===== src/pkg/pfgp_pkg.sv =====
// Purpose: shared constants for the power-failure status and policy block
// Assumes: 8-bit configuration offsets, 16-bit configuration data path
// Notes:   sleep-state codes match the encoding of the sleep_state input

// ----------------------------------------------------------------------
// constants
// ----------------------------------------------------------------------
package pfgp_pkg;

    // configuration offsets of the two registers
    localparam logic [7:0] PFGP_OFS_CFG_TWO = 8'ha2;
    localparam logic [7:0] PFGP_OFS_CFG_THREE = 8'ha4;

    // field positions
    localparam int PFGP_BIT_PG_FAIL = 0;      // power_config_two
    localparam int PFGP_BIT_POLICY = 0;       // power_config_three
    localparam int PFGP_BIT_TRICKLE = 1;      // power_config_three
    localparam int PFGP_BIT_RTC_BATT = 2;     // power_config_three

    // reset values; only PFGP_RST_CFG_TWO is used, power_config_three resets to 16'h0004
    localparam logic [15:0] PFGP_RST_CFG_TWO = 16'h0000;
    localparam logic [7:0] PFGP_RST_CFG_THREE = 8'h00;

    // sleep-state codes carried on the sleep_state input and boot target
    localparam logic [2:0] PFGP_S0 = 3'h0;
    localparam logic [2:0] PFGP_S1 = 3'h1;
    localparam logic [2:0] PFGP_S3 = 3'h3;
    localparam logic [2:0] PFGP_S4 = 3'h4;
    localparam logic [2:0] PFGP_S5 = 3'h5;

    // pin synchroniser depth
    localparam int PFGP_SYNC_DEPTH = 3;

    // power-loss tracking states
    typedef enum logic [1:0] {
        PFGP_RUN,
        PFGP_PG_LOW,
        PFGP_G3
    } pfgp_loss_e;

endpackage : pfgp_pkg


===== src/rtl/pfgp_sync.sv =====
// Purpose: three-stage pin synchroniser with agreement filter
// Assumes: input is asynchronous to ref_clk
// Notes:   output changes only when the second and third stages agree

`timescale 1ns/10ps

module pfgp_sync #(
    parameter logic RESET_VAL = 1'b0
) (
    input wire logic ref_clk,
    input wire logic rst_b,
    input wire logic pin,
    output logic level_q
);

    // ------------------------------------------------------------------
    // stages
    // ------------------------------------------------------------------
    logic [pfgp_pkg::PFGP_SYNC_DEPTH-1:0] stage_q; // stage 0 is metastable
    logic agree; // last two stages match

    assign agree = (stage_q[1] == stage_q[2]);

    // shift chain; stage 0 feeds only stage 1
    always_ff @(posedge ref_clk or negedge rst_b) begin
        if (!rst_b) begin
            stage_q <= {pfgp_pkg::PFGP_SYNC_DEPTH{RESET_VAL}};
        end else begin
            stage_q <= {stage_q[1:0], pin};
        end
    end

    // accepted level follows only once the later stages agree
    always_ff @(posedge ref_clk or negedge rst_b) begin
        if (!rst_b) begin
            level_q <= RESET_VAL;
        end else if (agree) begin
            level_q <= stage_q[2];
        end
    end

endmodule : pfgp_sync


===== src/rtl/pfgp_top.sv =====
// Purpose: power-failure status flags and after-power-loss boot policy
// Assumes: rst_b is the RTC-well power-on reset; config access is a
//          one-cycle read or write strobe from the configuration decoder
// Notes:   power pins are synchronised; sleep_state is same-clock logic

`timescale 1ns/10ps

module pfgp_top #(
    parameter int WAKE_W = 8 // number of wake event lines
) (
    input wire logic ref_clk,
    input wire logic rst_b,
    input wire logic power_good_input,
    input wire logic resume_well_reset_n,
    input wire logic rtc_well_reset_n,
    input wire logic [2:0] sleep_state,
    input wire logic cfg_wr,
    input wire logic cfg_rd,
    input wire logic [7:0] cfg_addr,
    input wire logic [1:0] cfg_be,
    input wire logic [15:0] cfg_wdata,
    input wire logic rst_ctl_wr,
    input wire logic power_button,
    input wire logic [WAKE_W-1:0] wake_event,
    input wire logic [WAKE_W-1:0] wake_kept_en,
    output logic [15:0] cfg_rdata_q,
    output logic boot_req_q,
    output logic [2:0] boot_state_q,
    output logic int_resume_reset_q,
    output logic wake_accept_q
);

    // ------------------------------------------------------------------
    // elaboration check
    // ------------------------------------------------------------------
    if (WAKE_W < 1 || WAKE_W > 16) begin : g_bad_wake_w
        $error("pfgp_top: WAKE_W must be 1 to 16");
    end

    // ------------------------------------------------------------------
    // pin synchronisers
    // ------------------------------------------------------------------
    logic pg_s; // filtered power good
    logic rsm_n_s; // filtered resume-well reset, active low
    logic rtc_n_s; // filtered RTC-well reset, active low
    logic [2:0] pin_raw; // raw power pins, one synchroniser each
    logic [2:0] pin_s; // filtered power pins

    assign pin_raw = {rtc_well_reset_n, resume_well_reset_n,
                      power_good_input};
    assign pg_s = pin_s[0];
    assign rsm_n_s = pin_s[1];
    assign rtc_n_s = pin_s[2];

    // all pins reset low, matching the edge-detector history
    for (genvar i = 0; i < 3; i++) begin : g_sync
        pfgp_sync #(.RESET_VAL(1'b0)) u_sync (
            .ref_clk(ref_clk),
            .rst_b(rst_b),
            .pin(pin_raw[i]),
            .level_q(pin_s[i])
        );
    end

    // ------------------------------------------------------------------
    // edge detection
    // ------------------------------------------------------------------
    logic pg_prev_q; // power good one cycle ago
    logic rsm_prev_q; // resume reset (active low) one cycle ago
    logic pg_fall; // power good dropped
    logic rsm_fall; // resume reset asserted
    logic in_s0_s1; // system running or in light sleep

    assign pg_fall = pg_prev_q & ~pg_s;
    assign rsm_fall = rsm_prev_q & ~rsm_n_s;
    assign in_s0_s1 = (sleep_state == pfgp_pkg::PFGP_S0) |
                      (sleep_state == pfgp_pkg::PFGP_S1);

    // history registers for the edge detectors
    always_ff @(posedge ref_clk or negedge rst_b) begin
        if (!rst_b) begin
            pg_prev_q <= 1'b0;
            rsm_prev_q <= 1'b0;
        end else begin
            pg_prev_q <= pg_s;
            rsm_prev_q <= rsm_n_s;
        end
    end

    // ------------------------------------------------------------------
    // configuration write decode
    // ------------------------------------------------------------------
    logic wr_two; // low byte of power_config_two written
    logic wr_three; // power_config_three written
    logic pg_fail_clr; // write-one to power-good failure flag
    logic rtc_batt_clr; // write-zero to battery flag
    logic trickle_clr; // write-one to trickle flag

    assign wr_two = cfg_wr & cfg_be[0] &
                    (cfg_addr == pfgp_pkg::PFGP_OFS_CFG_TWO);
    assign wr_three = cfg_wr & cfg_be[0] &
                      (cfg_addr == pfgp_pkg::PFGP_OFS_CFG_THREE);
    assign pg_fail_clr = wr_two & cfg_wdata[pfgp_pkg::PFGP_BIT_PG_FAIL];
    assign rtc_batt_clr = wr_three &
                          ~cfg_wdata[pfgp_pkg::PFGP_BIT_RTC_BATT];
    assign trickle_clr = wr_three &
                         cfg_wdata[pfgp_pkg::PFGP_BIT_TRICKLE];

    // ------------------------------------------------------------------
    // power-loss tracking machine
    // ------------------------------------------------------------------
    pfgp_pkg::pfgp_loss_e loss_q; // current loss state
    pfgp_pkg::pfgp_loss_e loss_d; // next loss state
    logic was_s4_q; // system was in S4 when power went
    logic g3_enter; // entering full power failure
    logic boot_go; // power back, decide target this cycle
    logic [2:0] boot_target; // chosen target state
    logic policy_q; // after_power_loss_policy

    // full failure once resume reset asserts from any state but G3
    assign g3_enter = ~rsm_n_s & (loss_q != pfgp_pkg::PFGP_G3);

    // next-state logic
    always_comb begin
        loss_d = loss_q;
        unique case (loss_q)
            pfgp_pkg::PFGP_RUN: begin
                if (!rsm_n_s) begin
                    loss_d = pfgp_pkg::PFGP_G3;
                end else if (pg_fall) begin
                    loss_d = pfgp_pkg::PFGP_PG_LOW;
                end
            end
            pfgp_pkg::PFGP_PG_LOW: begin
                if (!rsm_n_s) begin
                    loss_d = pfgp_pkg::PFGP_G3;
                end else if (pg_s) begin
                    loss_d = pfgp_pkg::PFGP_RUN;
                end
            end
            pfgp_pkg::PFGP_G3: begin
                if (rsm_n_s && pg_s) begin
                    loss_d = pfgp_pkg::PFGP_RUN;
                end
            end
        endcase
    end

    // boot decision on the cycle the machine returns to run
    assign boot_go = (loss_q != pfgp_pkg::PFGP_RUN) &
                     (loss_d == pfgp_pkg::PFGP_RUN);
    assign boot_target =
        (loss_q == pfgp_pkg::PFGP_PG_LOW) ? pfgp_pkg::PFGP_S0 :
        !policy_q ? pfgp_pkg::PFGP_S0 :
        was_s4_q ? pfgp_pkg::PFGP_S4 : pfgp_pkg::PFGP_S5;

    // state register and S4 memory
    always_ff @(posedge ref_clk or negedge rst_b) begin
        if (!rst_b) begin
            loss_q <= pfgp_pkg::PFGP_RUN;
            was_s4_q <= 1'b0;
        end else begin
            loss_q <= loss_d;
            if (loss_q == pfgp_pkg::PFGP_RUN) begin
                was_s4_q <= (sleep_state == pfgp_pkg::PFGP_S4);
            end
        end
    end

    // boot request pulse, target and internal resume reset
    always_ff @(posedge ref_clk or negedge rst_b) begin
        if (!rst_b) begin
            boot_req_q <= 1'b0;
            boot_state_q <= pfgp_pkg::PFGP_S0;
            int_resume_reset_q <= 1'b1;
        end else begin
            boot_req_q <= boot_go;
            if (boot_go) begin
                boot_state_q <= boot_target;
            end
            int_resume_reset_q <= ~rsm_n_s | ~pg_s;
        end
    end

    // ------------------------------------------------------------------
    // status flags and policy bit
    // ------------------------------------------------------------------
    logic pg_fail_q; // power_good_failure_flag
    logic rtc_batt_q; // rtc_battery_failure_flag
    logic trickle_q; // trickle_power_failure_flag
    logic pg_fail_set; // power-good drop in S0 or S1 with resume power up

    assign pg_fail_set = pg_fall & in_s0_s1 & rsm_n_s;

    // power-good failure: set wins over clear, G3 clears
    always_ff @(posedge ref_clk or negedge rst_b) begin
        if (!rst_b) begin
            pg_fail_q <= 1'b0;
        end else if (pg_fail_set) begin
            pg_fail_q <= 1'b1;
        end else if (pg_fail_clr || g3_enter) begin
            pg_fail_q <= 1'b0;
        end
    end

    // RTC-well flags: the RTC reset or software touches them; the resume reset also sets trickle
    always_ff @(posedge ref_clk or negedge rst_b) begin
        if (!rst_b) begin
            rtc_batt_q <= 1'b1;
            trickle_q <= 1'b0;
            policy_q <= 1'b0;
        end else begin
            if (!rtc_n_s) begin
                rtc_batt_q <= 1'b1;
            end else if (rtc_batt_clr) begin
                rtc_batt_q <= 1'b0;
            end
            if (!rtc_n_s) begin
                trickle_q <= 1'b0;
            end else if (rsm_fall) begin
                trickle_q <= 1'b1;
            end else if (trickle_clr) begin
                trickle_q <= 1'b0;
            end
            if (!rtc_n_s || rst_ctl_wr) begin
                policy_q <= 1'b0;
            end else if (wr_three) begin
                policy_q <= cfg_wdata[pfgp_pkg::PFGP_BIT_POLICY];
            end
        end
    end

    // ------------------------------------------------------------------
    // wake filtering after a power-loss S5
    // ------------------------------------------------------------------
    logic held_off_q; // parked in S5 by the policy
    logic wake_ok; // an allowed wake source fired

    assign wake_ok = power_button | (|(wake_event & wake_kept_en));

    // park on policy S5, leave on the first allowed wake
    always_ff @(posedge ref_clk or negedge rst_b) begin
        if (!rst_b) begin
            held_off_q <= 1'b0;
            wake_accept_q <= 1'b0;
        end else begin
            wake_accept_q <= held_off_q & wake_ok;
            if (boot_go) begin
                held_off_q <= (boot_target == pfgp_pkg::PFGP_S5);
            end else if (wake_ok) begin
                held_off_q <= 1'b0;
            end
        end
    end

    // ------------------------------------------------------------------
    // configuration read path
    // ------------------------------------------------------------------
    logic [15:0] rd_two; // power_config_two image
    logic [15:0] rd_three; // power_config_three image
    logic [15:0] rd_mux; // selected read data

    assign rd_two = {15'h0000, pg_fail_q};
    assign rd_three = {13'h0000, rtc_batt_q, trickle_q, policy_q};
    assign rd_mux = (cfg_addr == pfgp_pkg::PFGP_OFS_CFG_TWO) ? rd_two :
                    (cfg_addr == pfgp_pkg::PFGP_OFS_CFG_THREE) ? rd_three :
                    16'h0000;

    // read data register, updated on each read strobe
    always_ff @(posedge ref_clk or negedge rst_b) begin
        if (!rst_b) begin
            cfg_rdata_q <= pfgp_pkg::PFGP_RST_CFG_TWO;
        end else if (cfg_rd) begin
            cfg_rdata_q <= rd_mux;
        end
    end
endmodule : pfgp_top


===== config.mk =====
export PLATFORM = sky130hd
export DESIGN_NAME = pfgp_top
export DESIGN_NICKNAME = d
export VERILOG_FILES = /design/src/pkg/pfgp_pkg.sv /design/src/rtl/pfgp_sync.sv /design/src/rtl/pfgp_top.sv
export SDC_FILE = /design/constraint.sdc
export NUM_CORES = 1
export LEC_CHECK = 0
export BUFFER_PORTS_ARGS = -buffer_cell sky130_fd_sc_hd__buf_2
export CAP_MARGIN = 0
export CORE_MARGIN = 5
export CORE_UTILIZATION = 39
export DETAILED_ROUTE_END_ITERATION = 10
export GPL_TIMING_DRIVEN = 0
export PLACE_DENSITY = 0.75
export REMOVE_ABC_BUFFERS = 1
export SYNTH_ARGS = -nofsm -noshare
export SYNTH_HDL_FRONTEND = slang
export SYNTH_SLANG_ARGS = --single-unit

===== constraint.sdc =====
create_clock -name ref_clk -period 1.8 [get_ports ref_clk]
set_input_delay 0.27 -clock ref_clk [delete_from_list [all_inputs] [get_ports ref_clk]]
set_output_delay 0.27 -clock ref_clk [all_outputs]
set_load 0.02 [all_outputs]

Word level (Yosys, flattened, before mapping)

Cells that the tools add are included.

Register bits after elaboration: 44
Output and inout bits: 22
Logic and storage cells: 87

Equal/unequal tests: 13
Muxes and demuxes: 22
Bitwise logic cells: 20
Reductions and logical operators: 12

Operators with widths:

| operator             | count |
|---|---|
| $eq A8 B8 Y1 const B | 2 |
| $and A1 B1 Y1        | 13 |
| $mux W1              | 12 |
| $mux W3              | 4 |
| $mux W2              | 5 |
| $and A8 B8 Y8        | 1 |
| $reduce_bool A2 Y1   | 4 |
| $reduce_or A8 Y1     | 1 |
| $eq A3 B3 Y1 const B | 2 |
| $pmux W2 S3          | 1 |
| $logic_not A2 Y1     | 2 |
| $ne A2 B2 Y1 const B | 2 |
| $eq A1 B1 Y1         | 3 |
| $eq A3 B1 Y1 const B | 1 |
| $logic_not A3 Y1     | 1 |
| $ne A3 B3 Y1 const B | 1 |
| $not A1 Y1           | 3 |
| $or A1 B1 Y1         | 3 |
| $eq A2 B1 Y1 const B | 1 |
| $eq A2 B2 Y1 const B | 1 |
| $logic_or A1 B1 Y1   | 2 |
| $logic_and A1 B1 Y1  | 1 |
| $logic_not A1 Y1     | 1 |

Depth between registers and ports, before layout

Depth after elaboration: 8
Mapped depth: 6
Mapped depth without buffers: 6

By module

From an unflattened synthesis, not the netlist that was laid out.

Cells, all modules: 112
Area, all modules: 1336.3 um^2

By module, submodules not included:

| module    | times used | cells each | area an instance (um^2) | sequential area each (um^2) |
|---|---|---|---|---|
| pfgp_top  | 1          | 97         | 1002.2                  | 452.9 |
| pfgp_sync | 3          | 5          | 111.4                   | 100.1 |

Worst setup path after synthesis

Ideal clock, no wire load.

Kind: reg2reg
Start point: reg loss_q[0]
End point: reg boot_state_q[0]
Setup time: 0.128 ns
Arrival time: 1.795 ns
Data required time: 1.672 ns
Path slack: -0.122 ns
Stages on the path, launching flop included: 7
Buffers on the path: 0
Path through: dfrtp_1 > inv_1 > ha_1 > and2b_1 > a222oi_1 > nor4b_4 > mux2_1

Elaborated cells between the ends (all ways): 13
Those cells by class: 2 x eq/ne; 7 x mux; 1 x bitwise; 3 x reduce/logical

RTL lines:

| element                                    | RTL line        | text |
|---|---|---|
| from (decl)                                | pfgp_top.sv:112 | `pfgp_pkg::pfgp_loss_e loss_q;` |
| from (signal assigned)                     | pfgp_top.sv:160 | `loss_q <= pfgp_pkg::PFGP_RUN;` |
| from (signal assigned)                     | pfgp_top.sv:163 | `loss_q <= loss_d;` |
| $eq A2 B2 Y1, or another cell as far along | pfgp_top.sv:126 | `unique case (loss_q)` |
| $pmux W2 S3 *                              | pfgp_top.sv:126 |  |
| named net loss_d[1]                        | pfgp_top.sv:113 | `pfgp_pkg::pfgp_loss_e loss_d;` |
| $logic_not A2 Y1 *                         | pfgp_top.sv:151 | `(loss_d == pfgp_pkg::PFGP_RUN);` |
| $and A1 B1 Y1 *                            | pfgp_top.sv:150 | `assign boot_go = (loss_q != pfgp_pkg::PFGP_RUN) &` |
| named net boot_go                          | pfgp_top.sv:116 | `logic boot_go;` |
| to (signal assigned)                       | pfgp_top.sv:174 | `boot_state_q <= pfgp_pkg::PFGP_S0;` |
| to (signal assigned)                       | pfgp_top.sv:179 | `boot_state_q <= boot_target;` |
| to (decl)                                  | pfgp_top.sv:28  | `output logic [2:0] boot_state_q,` |

Mark *: on every way through the listed nets, which the timed path passes. The rest lies on a longest branch.
A chain may end at the register's enable or synchronous reset.

Worst setup path in the final report

Start point: reg loss_q[0]
End point: reg boot_state_q[2]

The elaborated chain is that of the path after synthesis.

==> key figures <==
STA
  • Worst setup slack after layout: -0.141 ns
  • Post-route minimum period: 1.94 ns
  • Sum of negative setup slack: -0.401 ns
  • # setup viols final: 3
  • Skew final: 0.00799 ns
  • Fmax: 515 MHz
  • Slew HR: 58.3%
  • RSZ-0062 raised after global routing: true
  • Endpoints failing hold: 0
  • Final Cycle Share: 108%
  • Final slew viol count: 0
  • Worst-margin pin slew: 0.626 ns

Clocking
  • Clock root cell: clkbuf_4
  • Num CTS Buffers: 5
  • Clk sink count: 30
  • Worst-Skew Late Latency: 0.32 ns
  • Clock-pin transition on the worst setup and hold timing paths: 0.09 ns
  • Max H-tree Level: 2
  • TritonCTS clock tree: built
  • Clock Path Buffers: 2

Drt
  • Routed vias: 1010
  • Wire length per cell: 13.0 um
  • First-pass DRT Iterations: 4
  • ANT nets after route: 0
  • # DRC: 0
  • 1st-iter DRT viols: 28
  • Total Routed Length: 2800 um
  • Vias/cell: 4.68

GRT
  • Gr usage total: 13.4%
  • First-pass GRT wire length: 4590 um
  • Largest net degree at the start of global routing: 31
  • GRT overflow: 0
  • Vias in the first global route: 1076
  • Initial antenna violation count: 0

Setup path
  • Worst Setup End Kind: register
  • Critical Path RT: 2.01 ns
  • Worst R2R Path Depth: 7
  • CP arrival: 2.15 ns
  • CP max stage delay: 0.42 ns
  • CP Launch Type: register
  • Crit-path max FO: 4
  • Worst Path Class, Setup: register to register
  • Worst r2r src: loss_q[0]$_DFF_PN0_
  • R2R Setup Slk: -0.14 ns
  • Slowest stage cell on the critical path: dfrtp_1
  • Cells along the critical path: inv_2 -> ha_4 -> and2b_1 -> a222oi_1 -> buf_4 -> nor4b_4 -> mux2_4
  • Reg-to-Reg End: boot_state_q[2]$_DFFE_PN0P_

Synth
  • Synth top area cells: dfrtp_1 52%, buf_4 7.9%, dfstp_2 3.9%
  • Synth area leader: dfrtp_1
  • Post-synth EDFFs: 0
  • Syn_area_per_cell: 11.9 um^2
  • FF+latch count, synth: 30
  • Most frequent cells after synthesis: 28 x dfrtp_1, 14 x buf_4, 7 x inv_1, 7 x nand2_1, 5 x nor2_1
  • Ys Warns: 0
  • Post-synthesis cell count: 112
  • Share of the synthesized area in the top cell type: 52.4%
  • Syn Std Cell Area: 1340 um^2
  • Synth unique cells: 34
  • Top_reg_cell synth: dfrtp_1
  • Post-synth ARST share: 100%
  • Register area share after synthesis: 56.3%
  • Most common cell in the netlist: dfrtp_1

Die
  • Die H: 68.6 um
  • Starting density of the core: 40.1%
  • Die X: 68.6 um
  • Io pins: 76
  • FP Rows: 21
  • Area of the die: 4700 um^2
  • Core footprint: 3340 um^2

Job
  • Max-cap violations: 0

Place
  • Post-place setup slack: -0.361 ns
  • IO buf count: 47
  • GP Congestion: 0.760
  • Hpwl dp: 2220 um

Worst hold path
  • WHS Endpoint: g_sync[0].u_sync.stage_q[0]$_DFF_PN0_
  • Worst min path class: input pin to register
  • Hold_sp: power_good_input
  • Hold depth: 1

Power
  • Power density cells: 1180 nW/um^2
  • VDD IR max: 0.641 mV
  • Leakage: 0.884 nW

Run status
  • Run status: finished, violations left
  • Failing checks: setup timing

Finish
  • Final #Nets: 226
  • Diode count: 0
  • Layout cell share with drive strength beyond 1: 43.5%
  • P&R area growth vs syn: 30.5%
  • Filler cells: 305
==> area by class of cell <==
class | count | area [um^2] | area share (%)
sequential | 30 | 753 | 43.2
multi-input combinational | 74 | 529 | 30.3
timing repair buffer | 51 | 268 | 15.3
clock inverter | 2 | 60.1 | 3.44
tap | 46 | 57.6 | 3.30
clock buffer | 6 | 51.3 | 2.94
inverter | 7 | 26.3 | 1.51
==> registers in the layout, indices dropped and copies added, names as in the netlist, 2 cells and up <==
name,flops
g_sync.u_sync.stage_q,9
boot_state_q,2
cfg_rdata_q,3
loss_q,2
g_sync.u_sync.level_q,3
==> report_power, final <==
| part | internal, W | switching [W] |
|---|---|---|
| Combinational | 0.000303 | 0.000276 |
| Clock | 0.000471 | 0.000222 |
| Sequential | 0.000740 | 0.0000493 |
==> how the worst max path moves through the flow <==
stage	from	end	slack, ns
after floorplan	loss_q[0]$_DFF_PN0_	boot_state_q[0]$_DFFE_PN0P_	-0.12
after global placement	loss_q[0]$_DFF_PN0_	boot_state_q[2]$_DFFE_PN0P_	-0.22
after detailed placement	loss_q[0]$_DFF_PN0_	boot_state_q[2]$_DFFE_PN0P_	-0.36
after CTS	loss_q[0]$_DFF_PN0_	boot_state_q[2]$_DFFE_PN0P_	-0.13
after global routing	loss_q[0]$_DFF_PN0_	boot_state_q[0]$_DFFE_PN0P_	-0.18
final	loss_q[0]$_DFF_PN0_	boot_state_q[2]$_DFFE_PN0P_	-0.14
==> what timing repair did <==
action,CTS,global route
hold endpoints to repair,28,0
pin swaps,2,0
setup buffers,3,1
gates resized for setup,8,0
hold buffers,1,0
endpoints found under the setup margin,4,3
==> cells in the final DEF (no fill, tap or decap), drive strengths merged, types with 3 or more instances in the layout <==
cell,count
a21oi,3
and2b,3
inv,7
clkbuf,6
ha,3
nand2,7
nand3,3
buf,50
nor2b,4
mux2,4
maj3,3
nor2,5
conb,14
dfrtp,28
o21ai,4
==> routing by layer <==
layer / global-route usage, % / wire (um)
met5: 0 / 0
met2: 24.8 / 1590
met1: 13.5 / 948
met3: 4.21 / 196
met4: 5.96 / 63
==> worst max-delay path: cells and delay by family (launching register included) <==
family | cells | cell delay (ns)
muxes | 1 | 0.33
and+or+nand+nor | 2 | 0.46
adders and majority gates | 1 | 0.29
DFF | 1 | 0.42
AOI/OAI and AO/OA | 1 | 0.09
buffers and inverters | 2 | 0.25
==> through the flow <==
step           instance area (um^2)  total power, W  util, %  instances  hold WS, ns
3_5_place_dp                   1570         0.00125     47.2        204        0.327
3_3_place_gp                   1570         0.00121     47.2        204        0.323
5_1_grt                        1750         0.00216     52.3        216       0.0309
2_1_floorplan                  1280         0.00111        -        111      -0.0256
6_report                       1750         0.00206     52.3        216       0.0537
4_1_cts                        1750         0.00208     52.3        216       0.0402
==> logic make-up after synthesis <==
| group | after synthesis | share of synthesized area, % |
|---|---|---|
| AND/OR/NAND/NOR | 32 | 15.5 |
| multiplexers | 6 | 4.86 |
| buffers and inverters | 21 | 9.82 |
| AO/OA/AOI/OAI | 16 | 8.14 |
| flip-flops | 30 | 56.3 |
| adder cells (fa/ha/maj) | 6 | 5.05 |
| other | 1 | 0.280 |
Power figures use the tool's default switching activity.
